==> config.mk <==
export PLATFORM = sky130hd
export DESIGN_NAME = mfflg_top
export DESIGN_NICKNAME = d
export VERILOG_FILES = /design/src/mfflg_pkg.sv /design/src/mfflg_w1c_bit.sv /design/src/mfflg_apb_if.sv /design/src/mfflg_top.sv
export SDC_FILE = /design/constraint.sdc
export NUM_CORES = 1
export LEC_CHECK = 0
export ABC_CLOCK_PERIOD_IN_PS = 2330
export BUFFER_PORTS_ARGS = -buffer_cell sky130_fd_sc_hd__buf_2
export CORE_MARGIN = 8
export CORE_UTILIZATION = 50
export CTS_CLUSTER_SIZE = 8
export DETAILED_ROUTE_END_ITERATION = 8
export PLACE_DENSITY = 0.84
export SLEW_MARGIN = 20
export SYNTH_ARGS = -nofsm -noshare
export SYNTH_HDL_FRONTEND = slang
export SYNTH_SLANG_ARGS = --single-unit
==> constraint.sdc <==
create_clock -name pclk -period 2.33 [get_ports pclk]
set_clock_uncertainty 0.1 [all_clocks]
set_input_delay 0.1165 -clock pclk [delete_from_list [all_inputs] [get_ports pclk]]
set_output_delay 0.1165 -clock pclk [all_outputs]
set_load 0.02 [all_outputs]
==> src/mfflg_pkg.sv <==
// constants for the memory access fault flag block
package mfflg_pkg;
  // register byte offsets on apb
  localparam logic [11:0] STATUS_OFF   = 12'h000;
  localparam logic [11:0] ADDR_OFF     = 12'h004;
  localparam logic [11:0] IRQ_EN_OFF   = 12'h008;
  localparam logic [11:0] IRQ_CLR_OFF  = 12'h00c;
  localparam logic [11:0] IRQ_STAT_OFF = 12'h010;
  // status field positions
  localparam int FETCH_BIT   = 0;
  localparam int DATA_BIT    = 1;
  localparam int RSVD_BIT    = 2;
  localparam int UNSTACK_BIT = 3;
  localparam int VALID_BIT   = 7;
  localparam int NUM_EVT     = 3;
  // reset values
  localparam logic [7:0]  STATUS_RST = 8'h00;
  localparam logic [31:0] ADDR_RST   = 32'h0000_0000;
  localparam logic [2:0]  EVT_RST    = 3'h0;
  // fault kinds reported by the core
  typedef enum logic [1:0] {
    MFFLG_NONE,
    MFFLG_FETCH,
    MFFLG_DATA,
    MFFLG_UNSTACK
  } mfflg_kind_t;
endpackage

==> src/mfflg_w1c_bit.sv <==
// one sticky flag, set by hardware, cleared by writing one
`timescale 1ns/1ns
module mfflg_w1c_bit (
  // clock and reset
  input  wire logic pclk,
  input  wire logic presetn,
  // set and clear
  input  wire logic set_i,
  input  wire logic clr_i,
  // state
  output logic      flag_q
);
  logic flag_d;

  // set wins over a clear in the same cycle so no event is lost
  always_comb begin
    flag_d = flag_q;
    if (clr_i) begin
      flag_d = 1'b0;
    end
    if (set_i) begin
      flag_d = 1'b1;
    end
  end

  always_ff @(posedge pclk or negedge presetn) begin
    if (!presetn) begin
      flag_q <= 1'b0;
    end else begin
      flag_q <= flag_d;
    end
  end
endmodule

==> src/mfflg_apb_if.sv <==
// apb slave decode for the fault flag register file
`timescale 1ns/1ns
module mfflg_apb_if (
  // apb
  input  wire logic        psel,
  input  wire logic        penable,
  input  wire logic        pwrite,
  input  wire logic [11:0] paddr,
  output logic             pready,
  output logic             pslverr,
  // decoded strobes
  output logic             wr_status,
  output logic             wr_en,
  output logic             wr_clr,
  output logic             wr_addr,
  output logic             rd_hit
);
  logic access;
  logic known;

  // zero wait state slave, unmapped offsets answer with pslverr
  always_comb begin
    access  = psel && penable;
    known   = (paddr == mfflg_pkg::STATUS_OFF) || (paddr == mfflg_pkg::ADDR_OFF) ||
              (paddr == mfflg_pkg::IRQ_EN_OFF) || (paddr == mfflg_pkg::IRQ_CLR_OFF) ||
              (paddr == mfflg_pkg::IRQ_STAT_OFF);
    pready    = 1'b1;
    pslverr   = access && !known;
    wr_status = access && pwrite && (paddr == mfflg_pkg::STATUS_OFF);
    wr_addr   = access && pwrite && (paddr == mfflg_pkg::ADDR_OFF);
    wr_en     = access && pwrite && (paddr == mfflg_pkg::IRQ_EN_OFF);
    wr_clr    = access && pwrite && (paddr == mfflg_pkg::IRQ_CLR_OFF);
    rd_hit    = access && !pwrite && known;
  end
endmodule

==> src/mfflg_top.sv <==
// memory access fault flags with apb register file and interrupt
//
// The implementer's own choices: the APB register port and the register addresses.
`timescale 1ns/1ns

module mfflg_top #(
  parameter int ADDR_W = 32
) (
  // clock and reset
  input  wire logic              pclk,
  input  wire logic              presetn,
  // apb slave
  input  wire logic              psel,
  input  wire logic              penable,
  input  wire logic              pwrite,
  input  wire logic [11:0]       paddr,
  input  wire logic [31:0]       pwdata,
  output logic      [31:0]       prdata,
  output logic                   pready,
  output logic                   pslverr,
  // core fault reporting
  input  wire logic              fault_valid,
  input  wire mfflg_pkg::mfflg_kind_t fault_kind,
  input  wire logic              fault_xn_region,
  input  wire logic              fault_fetch_perm_ok,
  input  wire logic [ADDR_W-1:0] fault_addr,
  // exception directions back to the core
  output logic                   fault_take,
  output logic                   stack_pc_at_fault,
  output logic                   unstack_chain,
  output logic                   skip_sp_adjust,
  output logic                   skip_context_save,
  // interrupt
  output logic                   irq
);
  logic wr_status;
  logic wr_en;
  logic wr_clr;
  logic wr_addr;
  logic rd_hit;
  logic unstack_ev;
  logic data_ev;
  logic fetch_ev;
  logic capture;
  logic unstack_flag_q;
  logic data_flag_q;
  logic fetch_flag_q;
  logic valid_flag_q;
  logic [7:0]        status_w;
  logic [ADDR_W-1:0] addr_q;
  logic [ADDR_W-1:0] addr_d;
  logic [2:0]        evt_en_q;
  logic [2:0]        evt_en_d;
  logic [2:0]        evt_st_q;
  logic [2:0]        evt_st_d;
  logic [31:0]       prdata_q;
  logic [31:0]       prdata_d;

  mfflg_apb_if u_apb (
    .psel      (psel),
    .penable   (penable),
    .pwrite    (pwrite),
    .paddr     (paddr),
    .pready    (pready),
    .pslverr   (pslverr),
    .wr_status (wr_status),
    .wr_en     (wr_en),
    .wr_clr    (wr_clr),
    .wr_addr   (wr_addr),
    .rd_hit    (rd_hit)
  );

  // classify the reported fault
  always_comb begin
    unstack_ev = fault_valid && (fault_kind == mfflg_pkg::MFFLG_UNSTACK);
    data_ev    = fault_valid && (fault_kind == mfflg_pkg::MFFLG_DATA);
    // an execute-never hit faults whatever the protection unit says
    fetch_ev   = fault_valid && (fault_kind == mfflg_pkg::MFFLG_FETCH) &&
                 (fault_xn_region || !fault_fetch_perm_ok);
    capture    = data_ev;
  end

  // direction outputs are combinational so the core sees them with the fault
  always_comb begin
    fault_take        = unstack_ev || data_ev || fetch_ev;
    stack_pc_at_fault = data_ev || fetch_ev;
    unstack_chain     = unstack_ev;
    skip_sp_adjust    = unstack_ev;
    skip_context_save = unstack_ev;
  end

  // sticky flags, write one clears; writes of zero have no effect
  mfflg_w1c_bit u_unstack (
    .pclk    (pclk),
    .presetn (presetn),
    .set_i   (unstack_ev),
    .clr_i   (wr_status && pwdata[mfflg_pkg::UNSTACK_BIT]),
    .flag_q  (unstack_flag_q)
  );
  mfflg_w1c_bit u_data (
    .pclk    (pclk),
    .presetn (presetn),
    .set_i   (data_ev),
    .clr_i   (wr_status && pwdata[mfflg_pkg::DATA_BIT]),
    .flag_q  (data_flag_q)
  );
  mfflg_w1c_bit u_fetch (
    .pclk    (pclk),
    .presetn (presetn),
    .set_i   (fetch_ev),
    .clr_i   (wr_status && pwdata[mfflg_pkg::FETCH_BIT]),
    .flag_q  (fetch_flag_q)
  );
  mfflg_w1c_bit u_valid (
    .pclk    (pclk),
    .presetn (presetn),
    .set_i   (capture),
    .clr_i   (wr_status && pwdata[mfflg_pkg::VALID_BIT]),
    .flag_q  (valid_flag_q)
  );

  // status word; the reserved bit is hard zero and has no storage
  always_comb begin
    status_w = mfflg_pkg::STATUS_RST;
    status_w[mfflg_pkg::UNSTACK_BIT] = unstack_flag_q;
    status_w[mfflg_pkg::RSVD_BIT]    = 1'b0;
    status_w[mfflg_pkg::DATA_BIT]    = data_flag_q;
    status_w[mfflg_pkg::FETCH_BIT]   = fetch_flag_q;
    status_w[mfflg_pkg::VALID_BIT]   = valid_flag_q;
  end

  // address, interrupt enable and interrupt status next values
  always_comb begin
    addr_d   = addr_q;
    evt_en_d = evt_en_q;
    evt_st_d = evt_st_q;
    if (wr_addr) begin
      addr_d = pwdata[ADDR_W-1:0];
    end
    // hardware capture wins over a software write in the same cycle
    if (capture) begin
      addr_d = fault_addr;
    end
    if (wr_en) begin
      evt_en_d = pwdata[2:0];
    end
    if (wr_clr) begin
      evt_st_d = evt_st_q & ~pwdata[2:0];
    end
    evt_st_d = evt_st_d | {unstack_ev, data_ev, fetch_ev};
  end

  // read mux, registered on the access edge
  always_comb begin
    prdata_d = prdata_q;
    if (rd_hit) begin
      case (paddr)
        mfflg_pkg::STATUS_OFF:   prdata_d = {24'h000000, status_w};
        mfflg_pkg::ADDR_OFF:     prdata_d = 32'(addr_q);
        mfflg_pkg::IRQ_EN_OFF:   prdata_d = {29'h0, evt_en_q};
        mfflg_pkg::IRQ_STAT_OFF: prdata_d = {29'h0, evt_st_q};
        default:                 prdata_d = 32'h0000_0000;
      endcase
    end
  end

  always_ff @(posedge pclk or negedge presetn) begin
    if (!presetn) begin
      addr_q   <= ADDR_W'(mfflg_pkg::ADDR_RST);
      evt_en_q <= mfflg_pkg::EVT_RST;
      evt_st_q <= mfflg_pkg::EVT_RST;
      prdata_q <= 32'h0000_0000;
    end else begin
      addr_q   <= addr_d;
      evt_en_q <= evt_en_d;
      evt_st_q <= evt_st_d;
      prdata_q <= prdata_d;
    end
  end

  // read data is combinational through the access phase so zero wait works
  always_comb begin
    prdata = prdata_q;
    if (rd_hit) begin
      prdata = prdata_d;
    end
    irq = |(evt_st_q & evt_en_q);
  end

  // assertions
  a_unstack_sets: assert property (@(posedge pclk) disable iff (!presetn)
    unstack_ev |=> unstack_flag_q)
    else $error("unstack fault did not set flag");
  a_unstack_quiet: assert property (@(posedge pclk) disable iff (!presetn)
    (!unstack_flag_q && !unstack_ev) |=> !unstack_flag_q)
    else $error("unstack flag set without a fault");
  a_unstack_chain: assert property (@(posedge pclk) disable iff (!presetn)
    unstack_ev |-> unstack_chain && skip_sp_adjust && skip_context_save)
    else $error("unstack fault not chained");
  a_others_nochain: assert property (@(posedge pclk) disable iff (!presetn)
    (data_ev || fetch_ev) |-> !unstack_chain && !skip_sp_adjust && !skip_context_save)
    else $error("non unstack fault was chained");
  a_unstack_noaddr: assert property (@(posedge pclk) disable iff (!presetn)
    (unstack_ev && !data_ev && !wr_addr) |=> addr_q == $past(addr_q))
    else $error("unstack fault changed address");
  a_unstack_nocap: assert property (@(posedge pclk) disable iff (!presetn)
    unstack_ev |-> !capture)
    else $error("unstack fault captured an address");
  a_unstack_nopc: assert property (@(posedge pclk) disable iff (!presetn)
    unstack_ev |-> !stack_pc_at_fault)
    else $error("unstack fault asked for a new save");
  a_unstack_novalid: assert property (@(posedge pclk) disable iff (!presetn)
    (unstack_ev && !wr_status) |=> valid_flag_q == $past(valid_flag_q))
    else $error("unstack fault touched address valid flag");
  a_rsvd_zero: assert property (@(posedge pclk) disable iff (!presetn)
    (rd_hit && paddr == mfflg_pkg::STATUS_OFF) |-> !prdata[mfflg_pkg::RSVD_BIT])
    else $error("reserved bit read nonzero");
  a_rsvd_write: assert property (@(posedge pclk) disable iff (!presetn)
    wr_status |=> !status_w[mfflg_pkg::RSVD_BIT])
    else $error("reserved bit took a write");
  a_data_sets: assert property (@(posedge pclk) disable iff (!presetn)
    data_ev |=> data_flag_q && valid_flag_q)
    else $error("data fault did not set flags");
  a_data_quiet: assert property (@(posedge pclk) disable iff (!presetn)
    (!data_flag_q && !data_ev) |=> !data_flag_q)
    else $error("data flag set without a fault");
  a_data_addr: assert property (@(posedge pclk) disable iff (!presetn)
    data_ev |=> addr_q == $past(fault_addr))
    else $error("data fault address not captured");
  a_data_pc: assert property (@(posedge pclk) disable iff (!presetn)
    data_ev |-> fault_take && stack_pc_at_fault)
    else $error("data fault not taken at faulting pc");
  a_fetch_sets: assert property (@(posedge pclk) disable iff (!presetn)
    fetch_ev |=> fetch_flag_q)
    else $error("fetch fault did not set flag");
  a_fetch_quiet: assert property (@(posedge pclk) disable iff (!presetn)
    (!fetch_flag_q && !fetch_ev) |=> !fetch_flag_q)
    else $error("fetch flag set without a fault");
  a_fetch_perm: assert property (@(posedge pclk) disable iff (!presetn)
    (fault_valid && fault_kind == mfflg_pkg::MFFLG_FETCH && !fault_fetch_perm_ok)
      |-> fetch_ev)
    else $error("denied fetch not flagged");
  a_fetch_allowed: assert property (@(posedge pclk) disable iff (!presetn)
    (fault_valid && fault_kind == mfflg_pkg::MFFLG_FETCH && !fault_xn_region &&
      fault_fetch_perm_ok) |-> !fault_take)
    else $error("permitted fetch was faulted");
  a_fetch_xn: assert property (@(posedge pclk) disable iff (!presetn)
    (fault_valid && fault_kind == mfflg_pkg::MFFLG_FETCH && fault_xn_region)
      |=> fetch_flag_q)
    else $error("execute never fetch not flagged");
  a_fetch_noaddr: assert property (@(posedge pclk) disable iff (!presetn)
    (fetch_ev && !wr_addr) |=> addr_q == $past(addr_q))
    else $error("fetch fault changed address");
  a_fetch_pc: assert property (@(posedge pclk) disable iff (!presetn)
    fetch_ev |-> fault_take && stack_pc_at_fault)
    else $error("fetch fault not taken at faulting pc");
  a_fetch_novalid: assert property (@(posedge pclk) disable iff (!presetn)
    (fetch_ev && !wr_status) |=> valid_flag_q == $past(valid_flag_q))
    else $error("fetch fault touched address valid flag");
  a_addr_stable: assert property (@(posedge pclk) disable iff (!presetn)
    (!capture && !wr_addr) |=> addr_q == $past(addr_q))
    else $error("address changed with no cause");
  a_zero_keeps: assert property (@(posedge pclk) disable iff (!presetn)
    (wr_status && !pwdata[mfflg_pkg::DATA_BIT] && data_flag_q) |=> data_flag_q)
    else $error("write zero cleared flag");
  a_zero_keeps_un: assert property (@(posedge pclk) disable iff (!presetn)
    (wr_status && !pwdata[mfflg_pkg::UNSTACK_BIT] && unstack_flag_q) |=> unstack_flag_q)
    else $error("write zero cleared unstack flag");
  a_zero_keeps_fe: assert property (@(posedge pclk) disable iff (!presetn)
    (wr_status && !pwdata[mfflg_pkg::FETCH_BIT] && fetch_flag_q) |=> fetch_flag_q)
    else $error("write zero cleared fetch flag");
  a_one_clears: assert property (@(posedge pclk) disable iff (!presetn)
    (wr_status && pwdata[mfflg_pkg::FETCH_BIT] && !fetch_ev) |=> !fetch_flag_q)
    else $error("write one did not clear flag");
  a_unstack_clears: assert property (@(posedge pclk) disable iff (!presetn)
    (wr_status && pwdata[mfflg_pkg::UNSTACK_BIT] && !unstack_ev) |=> !unstack_flag_q)
    else $error("write one did not clear unstack flag");
  a_data_clears: assert property (@(posedge pclk) disable iff (!presetn)
    (wr_status && pwdata[mfflg_pkg::DATA_BIT] && !data_ev) |=> !data_flag_q)
    else $error("write one did not clear data flag");
  a_valid_clears: assert property (@(posedge pclk) disable iff (!presetn)
    (wr_status && pwdata[mfflg_pkg::VALID_BIT] && !capture) |=> !valid_flag_q)
    else $error("write one did not clear valid flag");
  a_valid_sets: assert property (@(posedge pclk) disable iff (!presetn)
    capture |=> valid_flag_q)
    else $error("capture did not set valid flag");
  a_valid_only_cap: assert property (@(posedge pclk) disable iff (!presetn)
    (!valid_flag_q && !capture) |=> !valid_flag_q)
    else $error("valid flag set without capture");
  // a clear may land in the second cycle, so both cycles must be write free
  a_flag_holds: assert property (@(posedge pclk) disable iff (!presetn)
    ((unstack_flag_q && !wr_status) ##1 !wr_status) |-> unstack_flag_q [*2])
    else $error("flag dropped without clear");
  a_data_holds: assert property (@(posedge pclk) disable iff (!presetn)
    (data_flag_q && !wr_status) |=> data_flag_q)
    else $error("data flag dropped without clear");
  a_fetch_holds: assert property (@(posedge pclk) disable iff (!presetn)
    (fetch_flag_q && !wr_status) |=> fetch_flag_q)
    else $error("fetch flag dropped without clear");
  a_no_fault_quiet: assert property (@(posedge pclk) disable iff (!presetn)
    !fault_valid |-> !fault_take && !unstack_chain && !stack_pc_at_fault)
    else $error("fault directions raised with no fault");
endmodule

==> reports/results.ini, run 1 <==
[synthesis]
synth_nets=437
ys.flop_type=dfrtp_1
synth_edf_count=0
synth-warning-count=0
ys_top_cells_by_area=dfrtp_1, mux2i_1, nand2_1
yosysUniqueCellTypes=40
async_flop_share_pct=100.0
synth_area_leader_cell=dfrtp_1
synth_cells=351
synth-seq-area-share_pct=51.14
synth_top_area_share_pct=51.14
syn_area_um2=3621
syn_avg_cell_area_um2=10.32
ys_ff_latch=74

[placed_design]
gp_congestion=0.8890
port_buffers=124
pre_cts_slack_ns=0.1397
hpwl_mm=6.949
dp.cells=564

[cells_and_area]
finalNonFillerCells=647
drive_above_1_share_pct=30.66
synthToLayoutAreaGrowth_pct=45.27
num-fill-cells=520
diodes=0
final_net_count=629
final_util_pct=73.70

[cts]
numCtsBuffers=9
cts_max_level=3
clock_latency_ns=0.34
cts_sinks=74
root_buffer=clkbuf_8
cts.clk_slew.worst_paths_ns=0.07
cts.path.max_buffers=2
cts_tree=done

[setup_path]
max_stage_delay_ns=0.56
cp_top_family=buffers and inverters
crit_arrival_ns=2.41
start_kind=input pin
cp_max_fo=16
cp_slowest_cell=or4b_4
cp-end-kind=flop
cp_num_buf_inv=4
crit_chain=buf_2, or4b_4, nor4_4, buf_4, buf_6, mux2i_1, o21ai_2, dlygate4sd3_1
cp_data_required_time_ns=2.45
critPathKind=input pin to flop

[global_route]
antenna_found_initial=0
grt_pass1_vias=3721
grt_pass1_wl_mm=17.60
grt_usage_pct=21.67
grt_max_degree=43
overflow=0

[detailed_routing]
antenna_left=0
wl_mm=10.82
vias=3344
viasPerCell=5.168
drc=0
dr.pass1.iters=4
first_iter_violations=146
post_drt_wl_per_cell_um=16.73

[floorplan]
start_util_pct=50.74
die_w_um=101.1
die_area_um2=10220
coreArea_um2=7137
die_h_um=101.1
ios=126
rows=31

[sta]
max_clock_freq_ghz=0.4357
setup_violations=0
finalMaxSlewViolations=0
tns_ns=0
hold_slack_ns=0.006492
tightest_slew_ns=0.6036
period_share_pct=98.51
period_needed_ns=2.295
slew_headroom_pct=59.66
timing.final.ws_setup_ns=0.03483
hold_viol_final=0

[flow_run]
cap_violations=0

[run_status]
status=complete, no violations

[power_and_ir_drop]
p_leak_uw=0.002392
ir_drop_mv=0.3590
power.density_nw_per_um2=566.5

[min_path]
hp-class=input pin to flop

[layout make-up]
| class | count | area [um^2] | area share (%) |
|---|---|---|---|
| repair buffers | 202 | 1438 | 27.33 |
| clock inverters | 5 | 78.83 | 1.499 |
| clock buffers | 11 | 131.4 | 2.498 |
| well taps | 99 | 123.9 | 2.355 |
| multi-input cells | 222 | 1509 | 28.69 |
| flip-flops and latches | 74 | 1852 | 35.20 |
| inverters | 34 | 127.6 | 2.426 |
[tightest hold or removal path: cells and delay by family]
family | cells | cell delay, ns
mux | 1 | 0.07
buf+inv | 1 | 0.09
compound gates | 1 | 0.12
[synthesized netlist by cell type (2+ instances only)]
master and instances:
nor2b_1 3, nor2_1 4, clkbuf_1 8, nand2_1 68, o31ai_1 3, mux2i_1 61, o21ai_2 2, a21o_1 3
and3_1 3, mux2_2 4, buf_4 4, nor4_4 2, a22oi_1 3, a21oi_1 3, o21ai_1 28, nand2b_1 2
o21ai_0 5, inv_1 34, buf_6 7, o22ai_1 5, nand3_1 4, a2bb2oi_1 2, buf_2 2, or4_4 2
dfrtp_1 74
[worst paths after layout]
path	start	to	slack (ns)	cells after the start
max	paddr[9]	addr_q[19]$_DFFE_PN0P_	0.03	8
min	pwdata[20]	addr_q[20]$_DFFE_PN0P_	0.006	3
max reg2reg	addr_q[13]$_DFFE_PN0P_	addr_q[13]$_DFFE_PN0P_	0.91	3
min reg2reg	u_valid.flag_q$_DFFE_PN0P_	u_valid.flag_q$_DFFE_PN0P_	0.38	1
max in group asynchronous	presetn	addr_q[6]$_DFFE_PN0P_	1.23	3
min in group asynchronous	presetn	addr_q[28]$_DFFE_PN0P_	0.22	2
[cells by family (layout without fill, tap and decap cells)]
kind of cell           after synthesis  after routing  share of synthesized area, %
AO/OA/AOI/OAI                       57             57                         9.399
buffers and inverters               55            252                         7.637
flip-flops                          74             74                         51.14
multiplexers                        65             65                         18.11
other                                1              1                        0.1036
AND/OR/NAND/NOR                     99             99                         13.61
[cell usage in the layout (no fill, tap or decap), drive strengths merged]
cell type      n
a21o           3
a21oi          3
a222oi         1
a22o           1
a22oi          3
a2bb2oi        2
and3           3
and4           1
buf          137
bufinv         2
clkbuf        12
clkinv         3
conb           1
dfrtp         74
dlygate4sd3   64
inv           34
mux2           4
mux2i         61
nand2         68
nand2b         2
nand3          4
nand4          1
nand4b         1
nor2           4
nor2b          3
nor3           2
nor4           3
o211ai         1
o21ai         35
o22ai          5
o31ai          3
or2            1
or3            1
or3b           1
or4            2
or4b           1
or4bb          1
[registers in the layout (all words and copies together) (netlist names)]
signal            flops
addr_q               32
prdata_q             32
evt_en_q              3
evt_st_q              3
u_data.flag_q         1
u_fetch.flag_q        1
u_unstack.flag_q      1
u_valid.flag_q        1
[power breakdown]
part | switching [uW] | internal, uW
Clock | 465 | 603
Combinational | 205 | 277
Sequential | 52.0 | 1380
Total | 722 | 2260
[metrics by stage]
| step | cell area [um^2] | total power, uW |
|---|---|---|
| after floorplan | 3621 | 1603 |
| after global placement | 4370 | 1748 |
| after detailed placement | 4370 | 1771 |
| after CTS | 5231 | 2991 |
| after global routing | 5260 | 3122 |
| final | 5260 | 2980 |
[what timing repair did]
action | in CTS | in global routing
hold endpoints to repair | 60 | 0
buffers inserted | 0 | 2
hold buffers | 65 | 0
resized for setup | 0 | 3
endpoints found under the setup margin | 0 | 1
[metal layers]
layer  share of wire [%]  global-route usage (%)
met3                 6.2                   4.903
met5                   0                       0
met2                  53                   39.22
met4                 1.7                   8.018
met1                  39                   24.12
(Power assumes the default switching activity.)
==> run 2, diff against run 1 <==
CELL_PAD_IN_SITES_DETAIL_PLACEMENT = 0   (was default)
CELL_PAD_IN_SITES_GLOBAL_PLACEMENT = 1   (was default)
CORE_UTILIZATION = 38   (was 50)
PLACE_DENSITY = 0.85   (was 0.84)
==> run 2 against run 1 <==
Cell count rose by 4.6%. Count of clock-buffer cells in the layout rose by 1. Worst hold slack improved by 0.029 ns. Clock power fell by 19%. Worst setup slack improved by 0.021 ns. Critical path type unchanged. Largest cell class unchanged.
==> reports/results.ini, run 2 (same netlist as run 1, synthesis figures left out) <==
[run_status]
status=complete, no violations

[placed_design]
place_area_um2=4385
port_buffers=124
dp.cells=594
gp_congestion=0.8734
hpwl_mm=7.142
pre_cts_slack_ns=0.1108

[global_route]
antenna_found_initial=0
grt_usage_pct=16.20
grt_max_degree=75
grt_pass1_wl_mm=16.93
overflow=0
grt_pass1_vias=3547

[min_path]
hp-start=fault_kind[0]
holdPathEnd=evt_st_q[1]$_DFF_PN0_
hold_depth=3
hp-class=input pin to flop

[detailed_routing]
drc=0
post_drt_wl_per_cell_um=15.46
dr.pass1.iters=4
antenna_left=0
wl_mm=10.47
viasPerCell=4.773
first_iter_violations=128
vias=3231

[floorplan]
start_util_pct=39.19
die_h_um=113.6
rows=35
die_w_um=113.6
ios=126
coreArea_um2=9240
die_area_um2=12910

[cts]
cts.clk_slew.worst_paths_ns=0.07
cts_sinks=74
cts_tree=done
cts.path.max_buffers=2
numCtsBuffers=9
clock_latency_ns=0.33
root_buffer=clkbuf_8
cts_max_level=3

[sta]
period_needed_ns=2.274
slew_headroom_pct=36.43
timing.final.ws_setup_ns=0.05619
max_clock_freq_ghz=0.4398
rsz0062_at_grt=yes
tns_ns=0
tightest_slew_ns=0.9536
finalMaxSlewViolations=0
period_share_pct=97.59
setup_violations=0
hold_viol_final=0

[cells_and_area]
drive_above_1_share_pct=30.11
top_regs=addr_q (32), prdata_q (32)
final_cell_area_um2=5270
synthToLayoutAreaGrowth_pct=45.54
final_net_count=633
final_util_pct=57.03
diodes=0
final_common_cell=buf_2
final_cell_mix=buf_2, dfrtp_1, nand2_1, dlygate4sd3_1, mux2i_1
finalNonFillerCells=677

[power_and_ir_drop]
internal_power_uw=2114
p_clk_share_pct=31.3
p_switching_uw=667.7
pwr-share-comb_pct=17.4
power_frac_seq_pct=51.3
power.density_nw_per_um2=527.8
ir_drop_mv=0.2847
switching_share_pct=24.00
p_leak_uw=0.002382

[setup_path]
cp-startpoint=paddr[9]
crit_arrival_ns=2.38
start_kind=input pin
cp_max_fo=16
r2r_start=addr_q[22]$_DFFE_PN0P_
critPathKind=input pin to flop
cp_data_required_time_ns=2.44
r2r_setup_slack_ns=0.90
r2r_cells=3
r2r_end=addr_q[22]$_DFFE_PN0P_
cp-end-kind=flop

[flow_run]
cap_violations=0

-- run 2: repair_timing --
action / in CTS / in global routing
endpoints found under the setup margin: 0 / 30
hold buffers: 68 / 0
gates resized for setup: 0 / 3
setup buffers: 0 / 2
endpoints found under the hold margin: 111 / 0
-- run 2: metal layers --
layer	track usage [%]	wire, um	vias up	share of wire (%)
li1	-	-	1570	-
met1	18.77	4408	1556	42
met5	0	0	-	0
met3	4.279	512	13	4.9
met4	4.085	127	0	1.2
met2	28.88	5419	92	52
-- run 2: cell type report --
class,instances,area (um^2)
inverter,34,127.6
tap,129,161.4
multi-input combinational,222,1505
sequential,74,1852
clock buffer,12,165.2
timing repair buffer,206,1459
fill,825,3970
-- run 2: worst max-delay path by stage --
stage / slack, ns / depth (start not counted) / to
final: 0.06 / 8 / addr_q[17]$_DFFE_PN0P_
after global routing: -0.01 / 8 / addr_q[13]$_DFFE_PN0P_
after CTS: 0.02 / 8 / addr_q[22]$_DFFE_PN0P_
after global placement: 0.13 / 8 / prdata[11]
after floorplan: 0.08 / 7 / prdata_q[10]$_DFF_PN0_
after detailed placement: 0.11 / 8 / prdata[11]
-- run 2: per-stage QoR --
step | total power [uW] | hold WS (ns)
6_report | 2782 | 0.03537
5_1_grt | 2929 | 0.03311
4_1_cts | 2815 | 0.01122
3_5_place_dp | 1766 | 0.2249
3_3_place_gp | 1751 | 0.2110
2_1_floorplan | 1603 | -0.2791
-- run 2: power groups by stage --
stage               sequential (uW)  combinational, uW  clock (uW)
finish                         1430                484         870
global route                   1440                537         954
CTS                            1430                481         907
detailed placement             1450                314           0
global placement               1450                302           0
floorplan                      1440                166           0
-- run 2: worst max-delay path: stages --
cell           delay [ns]
buf_2                0.14
or4b_4               0.56
nor4_4               0.30
buf_4                0.18
buf_8                0.21
mux2i_1              0.22
o21ai_1              0.07
dlygate4sd3_1        0.58
==> run 3, diff against run 2 <==
ABC_CLOCK_PERIOD_IN_PS = 2900   (was 2330)
CORE_UTILIZATION = 40   (was 38)
CTS_CLUSTER_SIZE = default   (was 8)
PLACE_DENSITY = default   (was 0.85)
PLACE_DENSITY_LB_ADDON = 0.05   (was default)
clock period = 2.9 ns   (was 2.33 ns; I/O delays follow)
==> run 3 against run 2 <==
Via count shrank 2.8%. Core utilization grew 1.5 points. Worst hold slack lost 0.014 ns. Global-route usage increased by 0.63 points. Register-to-register slack improved by 0.59 ns. Worst setup slack better by 0.44 ns. Sequential power is 20% lower. Critical path type unchanged. Largest cell class unchanged.
==> reports/results.ini, run 3 (same netlist as run 1, synthesis figures left out) <==
[cells_and_area]
diodes=0
synthToLayoutAreaGrowth_pct=41.71
final_cell_mix=buf_2, dfrtp_1, nand2_1, mux2i_1, dlygate4sd3_1
final_util_pct=58.55
multiInputGateArea_um2=1501
final_common_cell=buf_2
num-fill-cells=817
top_regs=addr_q (32), prdata_q (32)
final_net_count=619
seq_area_um2=1852
drive_above_1_share_pct=29.93

[sta]
tightest_slew_ns=0.9660
tns_ns=0
finalMaxSlewViolations=0
period_needed_ns=2.400
setup_violations=0
period_share_pct=82.75
slew_headroom_pct=35.60
rsz0062_at_grt=no
hold_viol_final=0
max_clock_freq_ghz=0.4167

[setup_path]
critPathKind=input pin to flop
r2r_setup_slack_ns=1.49
cp_data_required_time_ns=3.02
crit_chain=buf_2, or3b_1, nor4_4, buf_12, mux2i_1, o21ai_2, dlygate4sd3_1
max_stage_delay_ns=0.57
cp-end-kind=flop
r2r_end=addr_q[6]$_DFFE_PN0P_
cp_max_fo=32
crit_arrival_ns=2.52
start_kind=input pin
cp_slowest_cell=dlygate4sd3_1
r2r_start=addr_q[6]$_DFFE_PN0P_
r2r_cells=3
cp-startpoint=paddr[2]

[cts]
root_buffer=clkbuf_8
numCtsBuffers=9
cts.path.max_buffers=2
cts.clk_slew.worst_paths_ns=0.08
clock_latency_ns=0.33
cts_tree=done
cts_max_level=3
cts_sinks=74
cts_setup_buffers=0
cts_resized=0

[floorplan]
coreArea_um2=8763
ios=126
start_util_pct=41.32
rows=34
die_h_um=111.1
die_w_um=111.1
die_area_um2=12350

[global_route]
grt_usage_pct=16.82
overflow=0
grt_pass1_vias=3461
grt_pass1_wl_mm=17.21
grt_max_degree=75
antenna_found_initial=0

[min_path]
hp-class=input pin to flop
holdPathEnd=addr_q[13]$_DFFE_PN0P_
hold_depth=3
hp-start=pwdata[13]

[detailed_routing]
wl_mm=10.14
first_iter_violations=105
dr.pass1.iters=5
antenna_left=0
vias=3140
drc=0
dr_wl_met3_um=458
post_drt_wl_per_cell_um=15.70
met2WireLength_mm=4.877
viasPerCell=4.861
wl_met1_mm=4.639
top_layer=met4

[placed_design]
gp_congestion=0.8189
port_buffers=124
hpwl_mm=6.932

[power_and_ir_drop]
power.density_nw_per_um2=466.8
ir_drop_mv=0.2112
p_leak_uw=0.002326

[flow_run]
cap_violations=0

[run_status]
status=complete, no violations

==> run 3: cell count changes in the layout (fill, tap and decap cells not counted), sizes merged <==
cell         delta
buf             -5
dlygate4sd3     -8
clkinvlp        +1
bufinv          +2
clkbuf          -2
clkinv          +2
==> run 3: layout make-up <==
type | instances | area share, %
timing repair buffer | 192 | 25.26
clock buffer | 11 | 2.755
sequential | 74 | 36.09
multi-input combinational | 222 | 29.26
clock inverter | 5 | 1.512
tap | 108 | 2.634
inverter | 34 | 2.487
==> run 3: what timing repair did <==
action,CTS,global route
endpoints found under the hold margin,108,0
hold buffers,60,0
setup endpoints to repair,0,0
==> run 3: how the worst max path moves through the flow <==
stage / endpoint / slack, ns
final: addr_q[6]$_DFFE_PN0P_ / 0.50
after CTS: addr_q[6]$_DFFE_PN0P_ / 0.52
after floorplan: prdata_q[10]$_DFF_PN0_ / 0.62
after detailed placement: prdata[24] / 0.56
after global placement: prdata[24] / 0.58
after global routing: addr_q[6]$_DFFE_PN0P_ / 0.42
==> run 3: per-layer routing <==
layer  track usage (%)  vias to the layer above
met3             3.734                       14
met2             27.82                       86
met1             20.92                     1493
li1                  -                     1547
met4             6.311                        0
met5                 0                        -
==> run 3: through the flow <==
step | instance area [um^2] | hold slack [ns] | total power, uW | cells | setup WS (ns)
detailed placement | 4312 | 0.2553 | 1414 | 570 | 0.5573
floorplan | 3621 | -0.2506 | 1288 | 351 | 0.6176
finish | 5131 | 0.02164 | 2395 | 646 | 0.5003
global route | 5131 | 0.02379 | 2525 | 646 | 0.4151
global placement | 4312 | 0.2493 | 1406 | 570 | 0.5787
CTS | 5131 | 0.003577 | 2427 | 646 | 0.5229
==> run 3: power by group <==
| group | switching [uW] | internal, uW | leakage [uW] |
|---|---|---|---|
| Combinational | 155 | 211 | 0.00143 |
| Clock | 380 | 506 | 0.000109 |
| Sequential | 37.0 | 1110 | 0.000784 |
==> run 3: critical path: cells and delay by family <==
family,cells,cell delay (ns)
buf+inv,3,1.16
compound gates,1,0.06
mux,1,0.27
simple gates,2,0.86
